==> config.mk <==
export PLATFORM = sky130hd
export DESIGN_NAME = paged_linear_mmu
export DESIGN_NICKNAME = d
export VERILOG_FILES = /design/src/common/mmu_pkg.sv /design/src/hw/paged_linear_mmu.sv /design/src/hw/page_window_xlate.sv
export SDC_FILE = /design/constraint.sdc
export NUM_CORES = 1
export LEC_CHECK = 0
export ABC_AREA = 1
export BUFFER_PORTS_ARGS = -buffer_cell sky130_fd_sc_hd__buf_2
export CORE_AREA = 8 8 126 128
export DETAILED_ROUTE_END_ITERATION = 10
export DIE_AREA = 0 0 134 136
export PLACE_DENSITY = 0.89
export SYNTH_ARGS = -nofsm -noshare
export SYNTH_HDL_FRONTEND = slang
export SYNTH_SLANG_ARGS = --single-unit
==> constraint.sdc <==
create_clock -name pclk -period 3.2 [get_ports pclk]
set_input_delay 0.32 -clock pclk [delete_from_list [all_inputs] [get_ports pclk]]
set_output_delay 0.32 -clock pclk [all_outputs]
set_load 0.005 [all_outputs]
==> src/common/mmu_pkg.sv <==
/*
 * Shared constants and carriers for the paged and linear memory access unit.
 * Assumes a 32-bit APB register bus and a byte-wide flash decoder port.
 */
package mmu_pkg;

    localparam int LIN_PTR_W = 22;
    localparam int PAGE_W    = 3;
    localparam int CPU_AW    = 16;
    localparam int WIN_OFS_W = 14;
    localparam int EXT_AW    = PAGE_W + WIN_OFS_W;

    // APB byte offsets
    localparam logic [7:0] OFS_PAGE = 8'h00;
    localparam logic [7:0] OFS_PTR2 = 8'h04;
    localparam logic [7:0] OFS_PTR1 = 8'h08;
    localparam logic [7:0] OFS_PTR0 = 8'h0C;
    localparam logic [7:0] OFS_WORD = 8'h10;
    localparam logic [7:0] OFS_BYTE = 8'h14;
    localparam logic [7:0] OFS_LIN  = 8'h18;
    localparam logic [7:0] OFS_ADD  = 8'h1C;

    localparam logic [PAGE_W-1:0]    PAGE_RST = 3'h2;
    localparam logic [7:0]           DATA_RST = 8'h00;
    localparam logic [CPU_AW-1:0]    WIN_LO   = 16'h8000;
    localparam logic [CPU_AW-1:0]    WIN_HI   = 16'hBFFF;

    typedef struct packed {
        logic                 valid;
        logic                 write;
        logic [LIN_PTR_W-1:0] addr;
        logic [7:0]           wdata;
    } mem_req_t;

    typedef struct packed {
        logic       ack;
        logic [7:0] rdata;
    } mem_rsp_t;

    typedef struct packed {
        logic              call;
        logic              ret;
        logic [PAGE_W-1:0] page;
        logic [CPU_AW-1:0] addr;
    } far_req_t;

    typedef enum logic [1:0] {
        AP_IDLE = 2'b00,
        AP_MEM  = 2'b01,
        AP_DONE = 2'b10
    } apb_state_t;

    typedef enum logic [2:0] {
        FS_IDLE  = 3'b000,
        FS_PUSH  = 3'b001,
        FS_LOAD  = 3'b010,
        FS_JUMP  = 3'b011,
        FS_RPAGE = 3'b100,
        FS_RPC   = 3'b101
    } far_state_t;

endpackage

==> src/hw/paged_linear_mmu.sv <==
/*
 * Paged and linear memory access unit: page select, linear pointer with
 * three data ports and a signed add port over APB, far call and return
 * sequencing toward the core, and window translation for the flash decoder.
 * Assumes the flash decoder acknowledges each byte request eventually.
 */
// Overview of operation
// - Post-increment port read returns byte, then advances
// - Post-increment port write stores byte, then advances
// - Plain byte port read leaves pointer alone
// - Plain byte port write leaves pointer alone
// - Word and byte post-increment ports behave alike
// - Add port adds signed byte to pointer
// - Pointer holds a 22-bit extended address
// - Pointer accesses ignore the current page select
// - Page select picks 16K block, read/write
// - Window accesses combine page into extended address
// - Far call stacks, pushes page, loads, jumps
// - Far call is not interruptible
// - Far return restores page, then return address
// - Far return uninterruptible, from any address
// - Reset sets page select to two
// - Window address is page above core bits 13:0
`timescale 1ns/1ps
`default_nettype none

module paged_linear_mmu
    import mmu_pkg::*;
#(
    parameter int PTR_W = LIN_PTR_W
)(
    // APB slave
    input  wire logic              pclk,
    input  wire logic              presetn,
    input  wire logic              psel,
    input  wire logic              penable,
    input  wire logic              pwrite,
    input  wire logic [7:0]        paddr,
    input  wire logic [31:0]       pwdata,
    output logic      [31:0]       prdata_r,
    output logic                   pready_r,
    output logic                   pslverr_r,
    // Flash decoder, linear data path
    output mem_req_t               mem_req_r,
    input  wire mem_rsp_t          mem_rsp,
    // Core address translation
    input  wire logic [CPU_AW-1:0] cpu_addr,
    output logic      [EXT_AW-1:0] ext_addr_r,
    output logic                   in_window_r,
    // Far call and return from the core
    input  wire far_req_t          far_req,
    output logic      [PAGE_W-1:0] push_page_r,
    output logic                   push_r,
    output logic                   jump_r,
    output logic      [CPU_AW-1:0] jump_addr_r,
    output logic                   irq_hold_r,
    output logic      [PAGE_W-1:0] page_r
);
    // Narrower pointer could not reach every paged location
    if (PTR_W < EXT_AW || PTR_W > LIN_PTR_W) begin : g_bad_ptr_w
        $error("PTR_W out of range");
    end

    apb_state_t        ap_r, ap_nxt;
    far_state_t        fs_r, fs_nxt;
    logic [PTR_W-1:0]  ptr_r, ptr_nxt;
    logic [PAGE_W-1:0] page_nxt;
    logic [31:0]       prdata_nxt;
    logic              pready_nxt, pslverr_nxt;
    mem_req_t          mem_req_nxt;
    logic [PAGE_W-1:0] push_page_nxt;
    logic              push_nxt, jump_nxt, irq_hold_nxt;
    logic [CPU_AW-1:0] jump_addr_nxt;
    logic [PAGE_W-1:0] far_page_r, far_page_nxt;
    logic [CPU_AW-1:0] far_addr_r, far_addr_nxt;
    logic              postinc_r, postinc_nxt;

    logic              setup, access_done, is_data, is_postinc, mapped;
    logic [23:0]       ptr24;

    assign setup       = psel && !penable;
    assign access_done = psel && penable && pready_r;
    assign is_postinc  = (paddr == OFS_WORD) || (paddr == OFS_BYTE);
    assign is_data     = is_postinc || (paddr == OFS_LIN);
    assign mapped      = is_data || (paddr == OFS_PAGE) || (paddr == OFS_PTR2)
                      || (paddr == OFS_PTR1) || (paddr == OFS_PTR0)
                      || (paddr == OFS_ADD);

    // APB, pointer and linear data path
    always_comb begin
        ap_nxt      = ap_r;
        ptr_nxt     = ptr_r;
        prdata_nxt  = prdata_r;
        pready_nxt  = pready_r;
        pslverr_nxt = pslverr_r;
        mem_req_nxt = mem_req_r;
        postinc_nxt = postinc_r;
        ptr24       = 24'(ptr_r);
        case (ap_r)
            AP_IDLE: begin
                if (setup) begin
                    prdata_nxt  = '0;
                    pslverr_nxt = !mapped;
                    postinc_nxt = is_postinc;
                    if (is_data) begin
                        // Pointer used as is; page select plays no part
                        mem_req_nxt.valid = 1'b1;
                        mem_req_nxt.write = pwrite;
                        mem_req_nxt.addr  = LIN_PTR_W'(ptr_r);
                        mem_req_nxt.wdata = pwdata[7:0];
                        ap_nxt            = AP_MEM;
                    end else begin
                        if (paddr == OFS_PAGE) begin
                            prdata_nxt = 32'(page_r);
                        end else if (paddr == OFS_PTR2) begin
                            prdata_nxt = 32'(ptr24[23:16]);
                        end else if (paddr == OFS_PTR1) begin
                            prdata_nxt = 32'(ptr24[15:8]);
                        end else if (paddr == OFS_PTR0) begin
                            prdata_nxt = 32'(ptr24[7:0]);
                        end
                        pready_nxt = 1'b1;
                        ap_nxt     = AP_DONE;
                    end
                end
            end
            AP_MEM: begin
                if (mem_rsp.ack) begin
                    mem_req_nxt.valid = 1'b0;
                    if (!mem_req_r.write) begin
                        prdata_nxt = 32'(mem_rsp.rdata);
                    end
                    // Advance only once the byte is moved; plain port holds
                    if (postinc_r) begin
                        ptr_nxt = ptr_r + PTR_W'(1);
                    end
                    pready_nxt = 1'b1;
                    ap_nxt     = AP_DONE;
                end
            end
            AP_DONE: begin
                if (access_done) begin
                    pready_nxt  = 1'b0;
                    pslverr_nxt = 1'b0;
                    ap_nxt      = AP_IDLE;
                    if (pwrite) begin
                        if (paddr == OFS_PTR2) begin
                            ptr24[23:16] = pwdata[7:0];
                            ptr_nxt      = ptr24[PTR_W-1:0];
                        end else if (paddr == OFS_PTR1) begin
                            ptr24[15:8] = pwdata[7:0];
                            ptr_nxt     = ptr24[PTR_W-1:0];
                        end else if (paddr == OFS_PTR0) begin
                            ptr24[7:0] = pwdata[7:0];
                            ptr_nxt    = ptr24[PTR_W-1:0];
                        end else if (paddr == OFS_ADD) begin
                            ptr_nxt = ptr_r
                                + {{(PTR_W-8){pwdata[7]}}, pwdata[7:0]};
                        end
                    end
                end
            end
            default: begin
                ap_nxt = AP_IDLE;
            end
        endcase
    end

    always_ff @(posedge pclk or negedge presetn) begin
        if (!presetn) begin
            ap_r      <= AP_IDLE;
            ptr_r     <= '0;
            prdata_r  <= '0;
            pready_r  <= 1'b0;
            pslverr_r <= 1'b0;
            mem_req_r <= '0;
            postinc_r <= 1'b0;
        end else begin
            ap_r      <= ap_nxt;
            ptr_r     <= ptr_nxt;
            prdata_r  <= prdata_nxt;
            pready_r  <= pready_nxt;
            pslverr_r <= pslverr_nxt;
            mem_req_r <= mem_req_nxt;
            postinc_r <= postinc_nxt;
        end
    end

    // Far call and return sequencing, page select ownership
    always_comb begin
        fs_nxt        = fs_r;
        page_nxt      = page_r;
        push_page_nxt = push_page_r;
        push_nxt      = 1'b0;
        jump_nxt      = 1'b0;
        jump_addr_nxt = jump_addr_r;
        far_page_nxt  = far_page_r;
        far_addr_nxt  = far_addr_r;
        // Direct write is allowed; paged code should use far ops
        if (ap_r == AP_DONE && access_done && pwrite && paddr == OFS_PAGE) begin
            page_nxt = pwdata[PAGE_W-1:0];
        end
        case (fs_r)
            FS_IDLE: begin
                if (far_req.call) begin
                    far_page_nxt = far_req.page;
                    far_addr_nxt = far_req.addr;
                    fs_nxt       = FS_PUSH;
                end else if (far_req.ret) begin
                    far_page_nxt = far_req.page;
                    far_addr_nxt = far_req.addr;
                    fs_nxt       = FS_RPAGE;
                end
            end
            FS_PUSH: begin
                push_page_nxt = page_r;
                push_nxt      = 1'b1;
                fs_nxt        = FS_LOAD;
            end
            FS_LOAD: begin
                // Far op wins over a same-cycle APB page write
                page_nxt = far_page_r;
                fs_nxt   = FS_JUMP;
            end
            FS_JUMP: begin
                jump_nxt      = 1'b1;
                jump_addr_nxt = far_addr_r;
                fs_nxt        = FS_IDLE;
            end
            FS_RPAGE: begin
                page_nxt = far_page_r;
                fs_nxt   = FS_RPC;
            end
            FS_RPC: begin
                jump_nxt      = 1'b1;
                jump_addr_nxt = far_addr_r;
                fs_nxt        = FS_IDLE;
            end
            default: begin
                fs_nxt = FS_IDLE;
            end
        endcase
        // Held from the cycle after the request until jump_r rises, so no interrupt splits it
        irq_hold_nxt = (fs_nxt != FS_IDLE);
    end

    always_ff @(posedge pclk or negedge presetn) begin
        if (!presetn) begin
            fs_r        <= FS_IDLE;
            page_r      <= PAGE_RST;
            push_page_r <= '0;
            push_r      <= 1'b0;
            jump_r      <= 1'b0;
            jump_addr_r <= '0;
            irq_hold_r  <= 1'b0;
            far_page_r  <= '0;
            far_addr_r  <= '0;
        end else begin
            fs_r        <= fs_nxt;
            page_r      <= page_nxt;
            push_page_r <= push_page_nxt;
            push_r      <= push_nxt;
            jump_r      <= jump_nxt;
            jump_addr_r <= jump_addr_nxt;
            irq_hold_r  <= irq_hold_nxt;
            far_page_r  <= far_page_nxt;
            far_addr_r  <= far_addr_nxt;
        end
    end

    page_window_xlate u_xlate (
        .pclk        (pclk),
        .presetn     (presetn),
        .cpu_addr    (cpu_addr),
        .page        (page_r),
        .ext_addr_r  (ext_addr_r),
        .in_window_r (in_window_r)
    );
endmodule // paged_linear_mmu

`default_nettype wire

==> src/hw/page_window_xlate.sv <==
/*
 * Registered translation of core addresses in the paging window to
 * extended flash addresses. Assumes page select is stable per access.
 */
`timescale 1ns/1ps
`default_nettype none

module page_window_xlate
    import mmu_pkg::*;
(
    // Clock and reset
    input  wire logic              pclk,
    input  wire logic              presetn,
    // Core address and page
    input  wire logic [CPU_AW-1:0] cpu_addr,
    input  wire logic [PAGE_W-1:0] page,
    // Extended address
    output logic      [EXT_AW-1:0] ext_addr_r,
    output logic                   in_window_r
);
    logic [EXT_AW-1:0] ext_addr_nxt;
    logic              in_window_nxt;

    always_comb begin
        in_window_nxt = (cpu_addr >= WIN_LO) && (cpu_addr <= WIN_HI);
        if (in_window_nxt) begin
            ext_addr_nxt = {page, cpu_addr[WIN_OFS_W-1:0]};
        end else begin
            ext_addr_nxt = EXT_AW'(cpu_addr);
        end
    end

    always_ff @(posedge pclk or negedge presetn) begin
        if (!presetn) begin
            ext_addr_r  <= '0;
            in_window_r <= 1'b0;
        end else begin
            ext_addr_r  <= ext_addr_nxt;
            in_window_r <= in_window_nxt;
        end
    end
endmodule // page_window_xlate

`default_nettype wire

# Yosys cells after proc, flatten, opt, wreduce, memory -nomap -nowiden
# Cells that the tools add are included.
# totals
ff_bits	156
input_bits	91
out_inout_bits	109
wordCells	142
# op_classes
addsub	2
n_lt_le_gt_ge	2
eq_ne	30
mux	46
reduce_logical	39
# op_table
operator	n
22-bit 2-to-1 mux	8
32-bit 2-to-1 mux	5
32-bit one-hot mux with 2 select lines	1
22-bit one-hot mux with 2 select lines	1
8-bit 2-to-1 mux	5
8-bit by 5-bit equality test with 1-bit output, second input constant	4
16-bit 2-to-1 mux	2
8-bit AND reduction	3
22-bit by 1-bit adder with 22-bit output, second input constant	1
22-bit adder	1
2-bit inequality test, second input constant	10
3-bit 2-to-1 mux	6
3-bit inequality test, second input constant	6
17-bit 2-to-1 mux	1
8-bit by 4-bit equality test with 1-bit output, second input constant	2
16-bit greater-or-equal comparator, second input constant	1
16-bit less-or-equal comparator, second input constant	1
3-bit one-hot mux with 4 select lines	1
2-bit nonzero test	5
3-bit AND reduction	3
8-bit by 3-bit equality test with 1-bit output, second input constant	1
8-bit zero test	1
1-bit 2-to-1 mux	8
2-bit 2-to-1 mux	4
other kinds (18)	38

# Depth between registers and ports, before layout
# Gate-level depths: netlist of run 1.
# logic_depth
word_depth	11
depth_mapped	14

# By module
# A second synthesis of run 1 with hierarchy kept.
# hier_totals
cells_unflattened	1030
hier_area_um2	7825.0
# modules_own_cells
mod	instances	cells_each	area_per_inst_um2	seq_area_each_um2
paged_linear_mmu	1	1002	7334.5	2854.0
page_window_xlate	1	28	490.5	450.4

# Least setup slack after synthesis of run 1
# OpenSTA, ideal clock, no wires.
# synth_timing
path_kind	reg-to-reg
start	reg ptr_r[0]
end	reg ptr_r[14]
setup_time_ns	0.122
t_arrival_ns	1.822
t_required_ns	3.078
setup_slack_ns	1.256
path_stages_with_launch	14
n_path_buf	0
period_less_slack_ns	1.944
path_cell_list	dfrtp_1 -> ha_1 -> inv_1 -> fa_1 -> o21ai_1 -> nand2_1 -> nand2_1 -> nand2_1 -> nand2_1 -> nand2_1 -> nand3_1 -> nand2_1 -> nand2_1 -> a21boi_2
# synth_between
elab_chain_cells	8
elab_cells_between_ends	11
cone_classes	add/sub: 2; mux: 9
# synth_rtl
item	line_no	rtl
start, declared	paged_linear_mmu.sv:66	logic [PTR_W-1:0] ptr_r, ptr_nxt;
start signal, assigned	paged_linear_mmu.sv:180	ptr_r <= ptr_nxt;
22-bit adder	paged_linear_mmu.sv:158	+ {{(PTR_W-8){pwdata[7]}}, pwdata[7:0]};
22-bit 2-to-1 mux	paged_linear_mmu.sv:156	end else if (paddr == OFS_ADD) begin
22-bit 2-to-1 mux	paged_linear_mmu.sv:153	end else if (paddr == OFS_PTR0) begin
22-bit 2-to-1 mux	paged_linear_mmu.sv:150	end else if (paddr == OFS_PTR1) begin
22-bit 2-to-1 mux	paged_linear_mmu.sv:147	if (paddr == OFS_PTR2) begin
22-bit 2-to-1 mux	paged_linear_mmu.sv:146	if (pwrite) begin
22-bit 2-to-1 mux	paged_linear_mmu.sv:142	if (access_done) begin
22-bit one-hot mux with 2 select lines (*)	paged_linear_mmu.sv:99	case (ap_r)
# Mark *: on every way between the ends. The rest lies on a longest branch, timed or not. The select of a mux whose other input is x is not followed.
# A chain may end at the register's enable or synchronous reset.

# Worst setup path after layout of run 1
# layout_timing
start	reg ptr_r[0]
end	reg ptr_r[16]
# The elaborated chain is that of the path after synthesis.

==> results.json, run 1 <==
{
  "ir_drop_uv": 741,
  "globalplace.congestion": 0.972,
  "cts_root_buf": "clkbuf_16",
  "grt_pass1_vias": 7286,
  "cts_made_buffers": 17,
  "cts_resized": 0,
  "r2r_end": "ptr_r[16]",
  "required_ns": 3.56,
  "grt_pass1_wl_microns": 37000,
  "holdWs_ns": -0.0103,
  "totalWireLength_microns": 23400,
  "setup_viol": 0,
  "syn-cell-area_sq_mm": 0.00783,
  "leakage_nw": 4.88,
  "antenna_found_initial": 1,
  "status": "complete, but fails checks",
  "fill_cells": 1118,
  "first_pass_iters": 5,
  "worst_pin_slew_ns": 1.02,
  "tns_ns": 0,
  "ys_types": 55,
  "synth-edff-count": 0,
  "cts.htree.levels": 4,
  "switchingPower_w": 0.00344,
  "area_growth_pct": 20.2,
  "max-slew-margin-rel": 0.318,
  "power_density_mw_per_mm2": 871,
  "violations": "hold timing",
  "fp-row-count": 44,
  "placed_cells": 1293,
  "crit_arrival_ns": 2.80,
  "endpoint_kind": "flop",
  "via_per_inst": 5.52,
  "die_y_microns": 136,
  "slew_viol_final": 0,
  "comb_power_share": 0.441,
  "layout.nets": 1256,
  "hold_class": "primary input to asynchronous set/reset pin",
  "fin_crit_sh": 0.763,
  "ant_nets": 0,
  "drt_iter0_drc": 597,
  "cp_max_fo": 5,
  "maxCapViolCount": 0,
  "io_pins": 200,
  "clock-sinks": 132,
  "synthCells": 969,
  "sw_frac_of_total": 0.420,
  "antenna_cells": 0,
  "grt_max_degree": 68,
  "critical_path_class": "flop to flop",
  "yosys_warnings": 0,
  "power_frac_seq": 0.323,
  "die_area_sq_mm": 0.0182,
  "start_util": 0.558,
  "drive_above_1_share": 0.242,
  "grt_usage": 0.258,
  "grt.overflow.total": 0,
  "rsz0062_at_grt": "false",
  "clk-insertion-delay-late_ns": 0.42,
  "final_cells": 1339,
  "fmax_ghz": 0.410,
  "seq_area_frac_synth": 0.422,
  "clk_pin_slew_worst_paths_ns": 0.07,
  "reg2reg_depth": 12,
  "syn_area_per_cell_sq_um": 8.08,
  "cts_tree": "built",
  "period_needed_ns": 2.44,
  "synthArstFlopShare": 1.00,
  "crit_path_start_kind": "flop",
  "final_util": 0.671,
  "synth-seq-cells": 132,
  "clk_path_buf_depth": 2,
  "r2r_start": "ptr_r[0]",
  "core_sq_mm": 0.0140,
  "drc": 0,
  "portBuffers": 151,
  "finClkSkew_ns": 0.0108,
  "r2r_slack_ns": 0.76,
  "wire_per_inst_microns": 17.5,
  "finalHoldViolations": 7,
  "fp.dieW_microns": 134,
  "clockPowerShare": 0.236,
  "route.vias.total": 7391,
  "p_int_w": 0.00475,
  "ys.flop_type": "dfrtp_1",
  "hpwl_microns": 17800
}
==> critical path, stage by stage (launching register included) <==
cell and delay (ns):
dfrtp_1 0.44, ha_1 0.22, inv_1 0.06, fa_1 0.44, o21ai_1 0.35, nand2_1 0.09
nand2_1 0.14, nand2_1 0.09, nand3b_1 0.09, nand3_1 0.12, nand2_1 0.15, nand2_1 0.06
a21oi_1 0.12
==> sequential cells by signal, summed over array words and instances, names as in the netlist <==
name	flops
ap_r	2
prdata_r	8
pready_r	1
mem_req_r	32
far_page_r	3
ptr_r	22
u_xlate.in_window_r	1
jump_r	1
fs_r	3
jump_addr_r	16
page_r	3
push_r	1
push_page_r	3
pslverr_r	1
far_addr_r	16
u_xlate.ext_addr_r	17
postinc_r	1
irq_hold_r	1
==> placed cells by master, fill, tap and decap left out, types with 3 or more instances in the layout <==
master,count
conb_1,24
dfrtp_1,131
buf_4,8
a31oi_1,4
xor2_1,12
o211ai_1,8
nand4_1,12
nor3_1,13
clkbuf_16,17
nand2_1,243
o22ai_1,6
inv_2,11
a21boi_2,4
buf_2,150
nor2_2,4
mux2_2,36
dlygate4sd3_1,14
ha_1,22
nand2_2,5
a21oi_1,71
clkbuf_8,3
nor2_1,70
nand3b_1,7
o21ai_0,62
clkinvlp_4,3
inv_1,106
a22oi_2,3
o221ai_1,6
nand3_1,42
o21bai_1,6
nor2_4,10
inv_6,4
==> per-layer routing <==
layer,wire length [microns],track usage,share of wire
met5,8,0,0.00034
met2,11400,0.434,0.49
met4,1000,0.137,0.043
met3,1990,0.0691,0.085
met1,8990,0.298,0.38
==> through the flow <==
| stage | hold WS (ns) | area, sq um | setup WS (ns) | total power, W |
|---|---|---|---|---|
| after global placement | 0.427 | 8690 | 0.820 | 0.00603 |
| after CTS | 0.0225 | 9420 | 0.779 | 0.00817 |
| after global routing | 0.0566 | 9420 | 0.544 | 0.00875 |
| after detailed placement | 0.429 | 8690 | 0.810 | 0.00617 |
| after floorplan | 0.0244 | 7920 | 1.26 | 0.00507 |
| final | -0.0103 | 9420 | 0.760 | 0.00820 |
==> layout make-up <==
class                      instances  area (sq um)  area share
clock buffer                      20           467      0.0496
clock inverter                    12           118      0.0125
inverter                         119           447      0.0474
multi-input combinational        700          3900       0.414
sequential                       132          3300       0.351
tap                              184           230      0.0245
timing repair buffer             172           951       0.101
==> cells in the mapped netlist, types with 5 or more instances <==
cell	count	area (sq um)
dfrtp_1	131	3280
nor3_1	13	65.1
nand3b_1	7	52.6
inv_2	11	41.3
o22ai_1	6	37.5
nand2_1	243	912
o211ai_1	8	60.1
o21bai_1	6	45.0
buf_4	25	188
nor2_4	10	113
ha_1	22	275
nor2_1	70	263
nand3_1	42	210
nand4_1	12	75.1
inv_1	106	398
mux2_2	36	405
xor2_1	12	105
nand2_2	5	31.3
o221ai_1	6	52.6
buf_2	6	30.0
clkbuf_1	8	30.0
o21ai_0	62	310
a21oi_1	71	355
==> cells by family after synthesis <==
group	synth area share
AOI/OAI and AO/OA	0.140
xor gates and xnor gates	0.0145
adders and majority gates	0.0377
buffers and inverters	0.0915
DFF	0.422
muxes	0.0532
other	0.000479
and+or+nand+nor	0.241
==> power by group through the flow <==
| stage | Clock [W] | Combinational, W | Sequential (W) |
|---|---|---|---|
| floorplan | 0 | 0.00251 | 0.00256 |
| global placement | 0 | 0.00342 | 0.00261 |
| detailed placement | 0 | 0.00353 | 0.00265 |
| CTS | 0.00195 | 0.00359 | 0.00263 |
| global route | 0.00203 | 0.00403 | 0.00269 |
| finish | 0.00193 | 0.00361 | 0.00265 |
==> timing repair <==
action	4_1_cts	5_1_grt
hold endpoints to repair	14	0
hold buffers	14	0
buffers inserted	0	0
==> worst max-delay path by stage <==
stage                     startpoint        end  slack, ns  depth (start not counted)
final                       ptr_r[0]  ptr_r[16]       0.76                         12
after global routing        ptr_r[0]  ptr_r[16]       0.54                         12
after CTS                   ptr_r[0]  ptr_r[16]       0.78                         12
after detailed placement    ptr_r[0]  ptr_r[16]       0.81                         12
after global placement     pwdata[0]  ptr_r[16]       0.82                         13
after floorplan             ptr_r[0]  ptr_r[14]       1.26                         13
Power figures use the tool's default switching activity.
==> run 2, diff against run 1 <==
- CORE_AREA: 8 8 126 128 -> 8 8 130 132
- DIE_AREA: 0 0 134 136 -> 0 0 138 140
- PLACE_DENSITY: 0.89 -> 0.84
- clock period: 3.2 -> 2.35 ns (I/O delays scaled with it)
==> results.json, run 2 (same netlist as run 1, synthesis figures left out) <==
{
  "status": "finished clean",
  "wire_per_inst_microns": 16.8,
  "finClkSkew_ns": 0.0130,
  "fmax_ghz": 0.457,
  "hpwl_microns": 17400,
  "first_pass_iters": 6,
  "route.vias.total": 7359,
  "regMostFlops": "mem_req_r",
  "fp.dieW_microns": 138,
  "ir_drop_uv": 1200,
  "layout.nets": 1267,
  "clk-insertion-delay-late_ns": 0.43,
  "area_growth_pct": 22.1,
  "cts_root_buf": "clkbuf_16",
  "totalWireLength_microns": 22700,
  "portBuffers": 151,
  "rsz0062_at_grt": "false",
  "period_needed_ns": 2.19,
  "crit_path_start_kind": "flop",
  "max-slew-margin-rel": 0.337,
  "cts_setup_buffers": 0,
  "grt.overflow.total": 0,
  "antenna_cells": 0,
  "power_density_mw_per_mm2": 1190,
  "crit_arrival_ns": 2.54,
  "tns_ns": 0,
  "cts_tree": "built",
  "fill_cells": 1255,
  "cts_made_buffers": 17,
  "grt_max_degree": 75,
  "antenna_found_initial": 1,
  "drive_above_1_share": 0.249,
  "grt_pass1_wl_microns": 36200,
  "power_w": 0.0114,
  "via_per_inst": 5.44,
  "critical_path_class": "flop to flop",
  "hold_class": "primary input to flop",
  "die_y_microns": 140,
  "die_area_sq_mm": 0.0193,
  "slew_viol_final": 0,
  "start_util": 0.527,
  "cp_max_fo": 7,
  "required_ns": 2.70,
  "cts.htree.levels": 4,
  "clk_path_buf_depth": 2,
  "grt_usage": 0.231,
  "top_regs": "mem_req_r (32), ptr_r (22), u_xlate.ext_addr_r (17)",
  "drt_iter0_drc": 653,
  "endpoint_kind": "flop",
  "mostFrequentLayoutCells": "243 x nand2_1, 150 x buf_2, 131 x dfrtp_1",
  "io_pins": 200,
  "leakage_nw": 4.96,
  "core_sq_mm": 0.0149,
  "setup_viol": 0,
  "worst_pin_slew_ns": 0.995,
  "globalplace.congestion": 0.983,
  "maxCapViolCount": 0,
  "final_common_cell": "nand2_1",
  "drc": 0,
  "fin_crit_sh": 0.931,
  "finalHoldViolations": 0,
  "clk_pin_slew_worst_paths_ns": 0.07,
  "ant_nets": 0,
  "largest_register_ffs": 32,
  "clock-sinks": 132,
  "grt_pass1_vias": 7133,
  "fp-row-count": 45
}
## run 2: cell count changes in the layout (fill, tap and decap cells not counted), sizes merged
cell / delta
buf: +9
bufinv: +2
clkbuf: -2
clkinvlp: -2
dlygate4sd3: +2
clkinv: +1
inv: +1
## run 2: routing by layer
layer / track usage / wire (microns)
met3: 0.0808 / 2170
met2: 0.383 / 11000
met4: 0.0984 / 846
met1: 0.265 / 8750
met5: 0 / 10
## run 2: per-stage QoR
stage | cells | instance area, sq um | worst slack (ns) | utilization | hold WS, ns
3_5_place_dp | 1306 | 8780 | 0.136 | 0.590 | 0.162
2_1_floorplan | 992 | 7920 | 0.406 | - | -0.0606
4_1_cts | 1354 | 9560 | 0.140 | 0.643 | 0.0321
5_1_grt | 1354 | 9570 | 0.00624 | 0.644 | 0.0275
3_3_place_gp | 1306 | 8780 | 0.161 | 0.590 | 0.159
6_report | 1354 | 9570 | 0.162 | 0.644 | 0.0421
## run 2: final timing paths
path                          startpoint              to  slack, ns  cells after the start
max                             ptr_r[4]       ptr_r[15]       0.16                     12
min                          far_req[17]   far_page_r[1]       0.04                      2
max reg2reg                     ptr_r[4]       ptr_r[15]       0.16                     12
min reg2reg                mem_req_r[25]   mem_req_r[25]       0.48                      2
max in group asynchronous        presetn  far_addr_r[15]       1.33                      3
min in group asynchronous        presetn   far_addr_r[3]       0.26                      2
## run 2: area by class of cell
class	count	area [sq um]	area share
flip-flops and latches	132	3300	0.345
clock buffers	18	439	0.0459
multi-input cells	700	3900	0.408
inverters	119	447	0.0467
well taps	188	235	0.0246
repair buffers	183	1050	0.110
clock inverters	14	188	0.0196
## run 2: timing repair
action / in CTS / in global routing
resized for setup: 0 / 1
endpoints found under the setup margin: 0 / 1
hold buffers: 16 / 0
hold endpoints to repair: 41 / 0
## run 2: critical path: stages, from the launching register on
cell,delay (ns)
dfrtp_1,0.47
ha_1,0.37
a21oi_1,0.35
inv_1,0.08
nand2_1,0.09
nand3_1,0.14
nand2_1,0.12
nand2_1,0.06
nand2_1,0.05
nand3_1,0.09
nand2_1,0.08
nand2_1,0.09
a21boi_2,0.12
## run 2: report_power, final
part	switching, W	internal [W]	total, W
Sequential	0.000543	0.00301	0.00355
Clock	0.00110	0.00173	0.00283
Combinational	0.00303	0.00198	0.00501
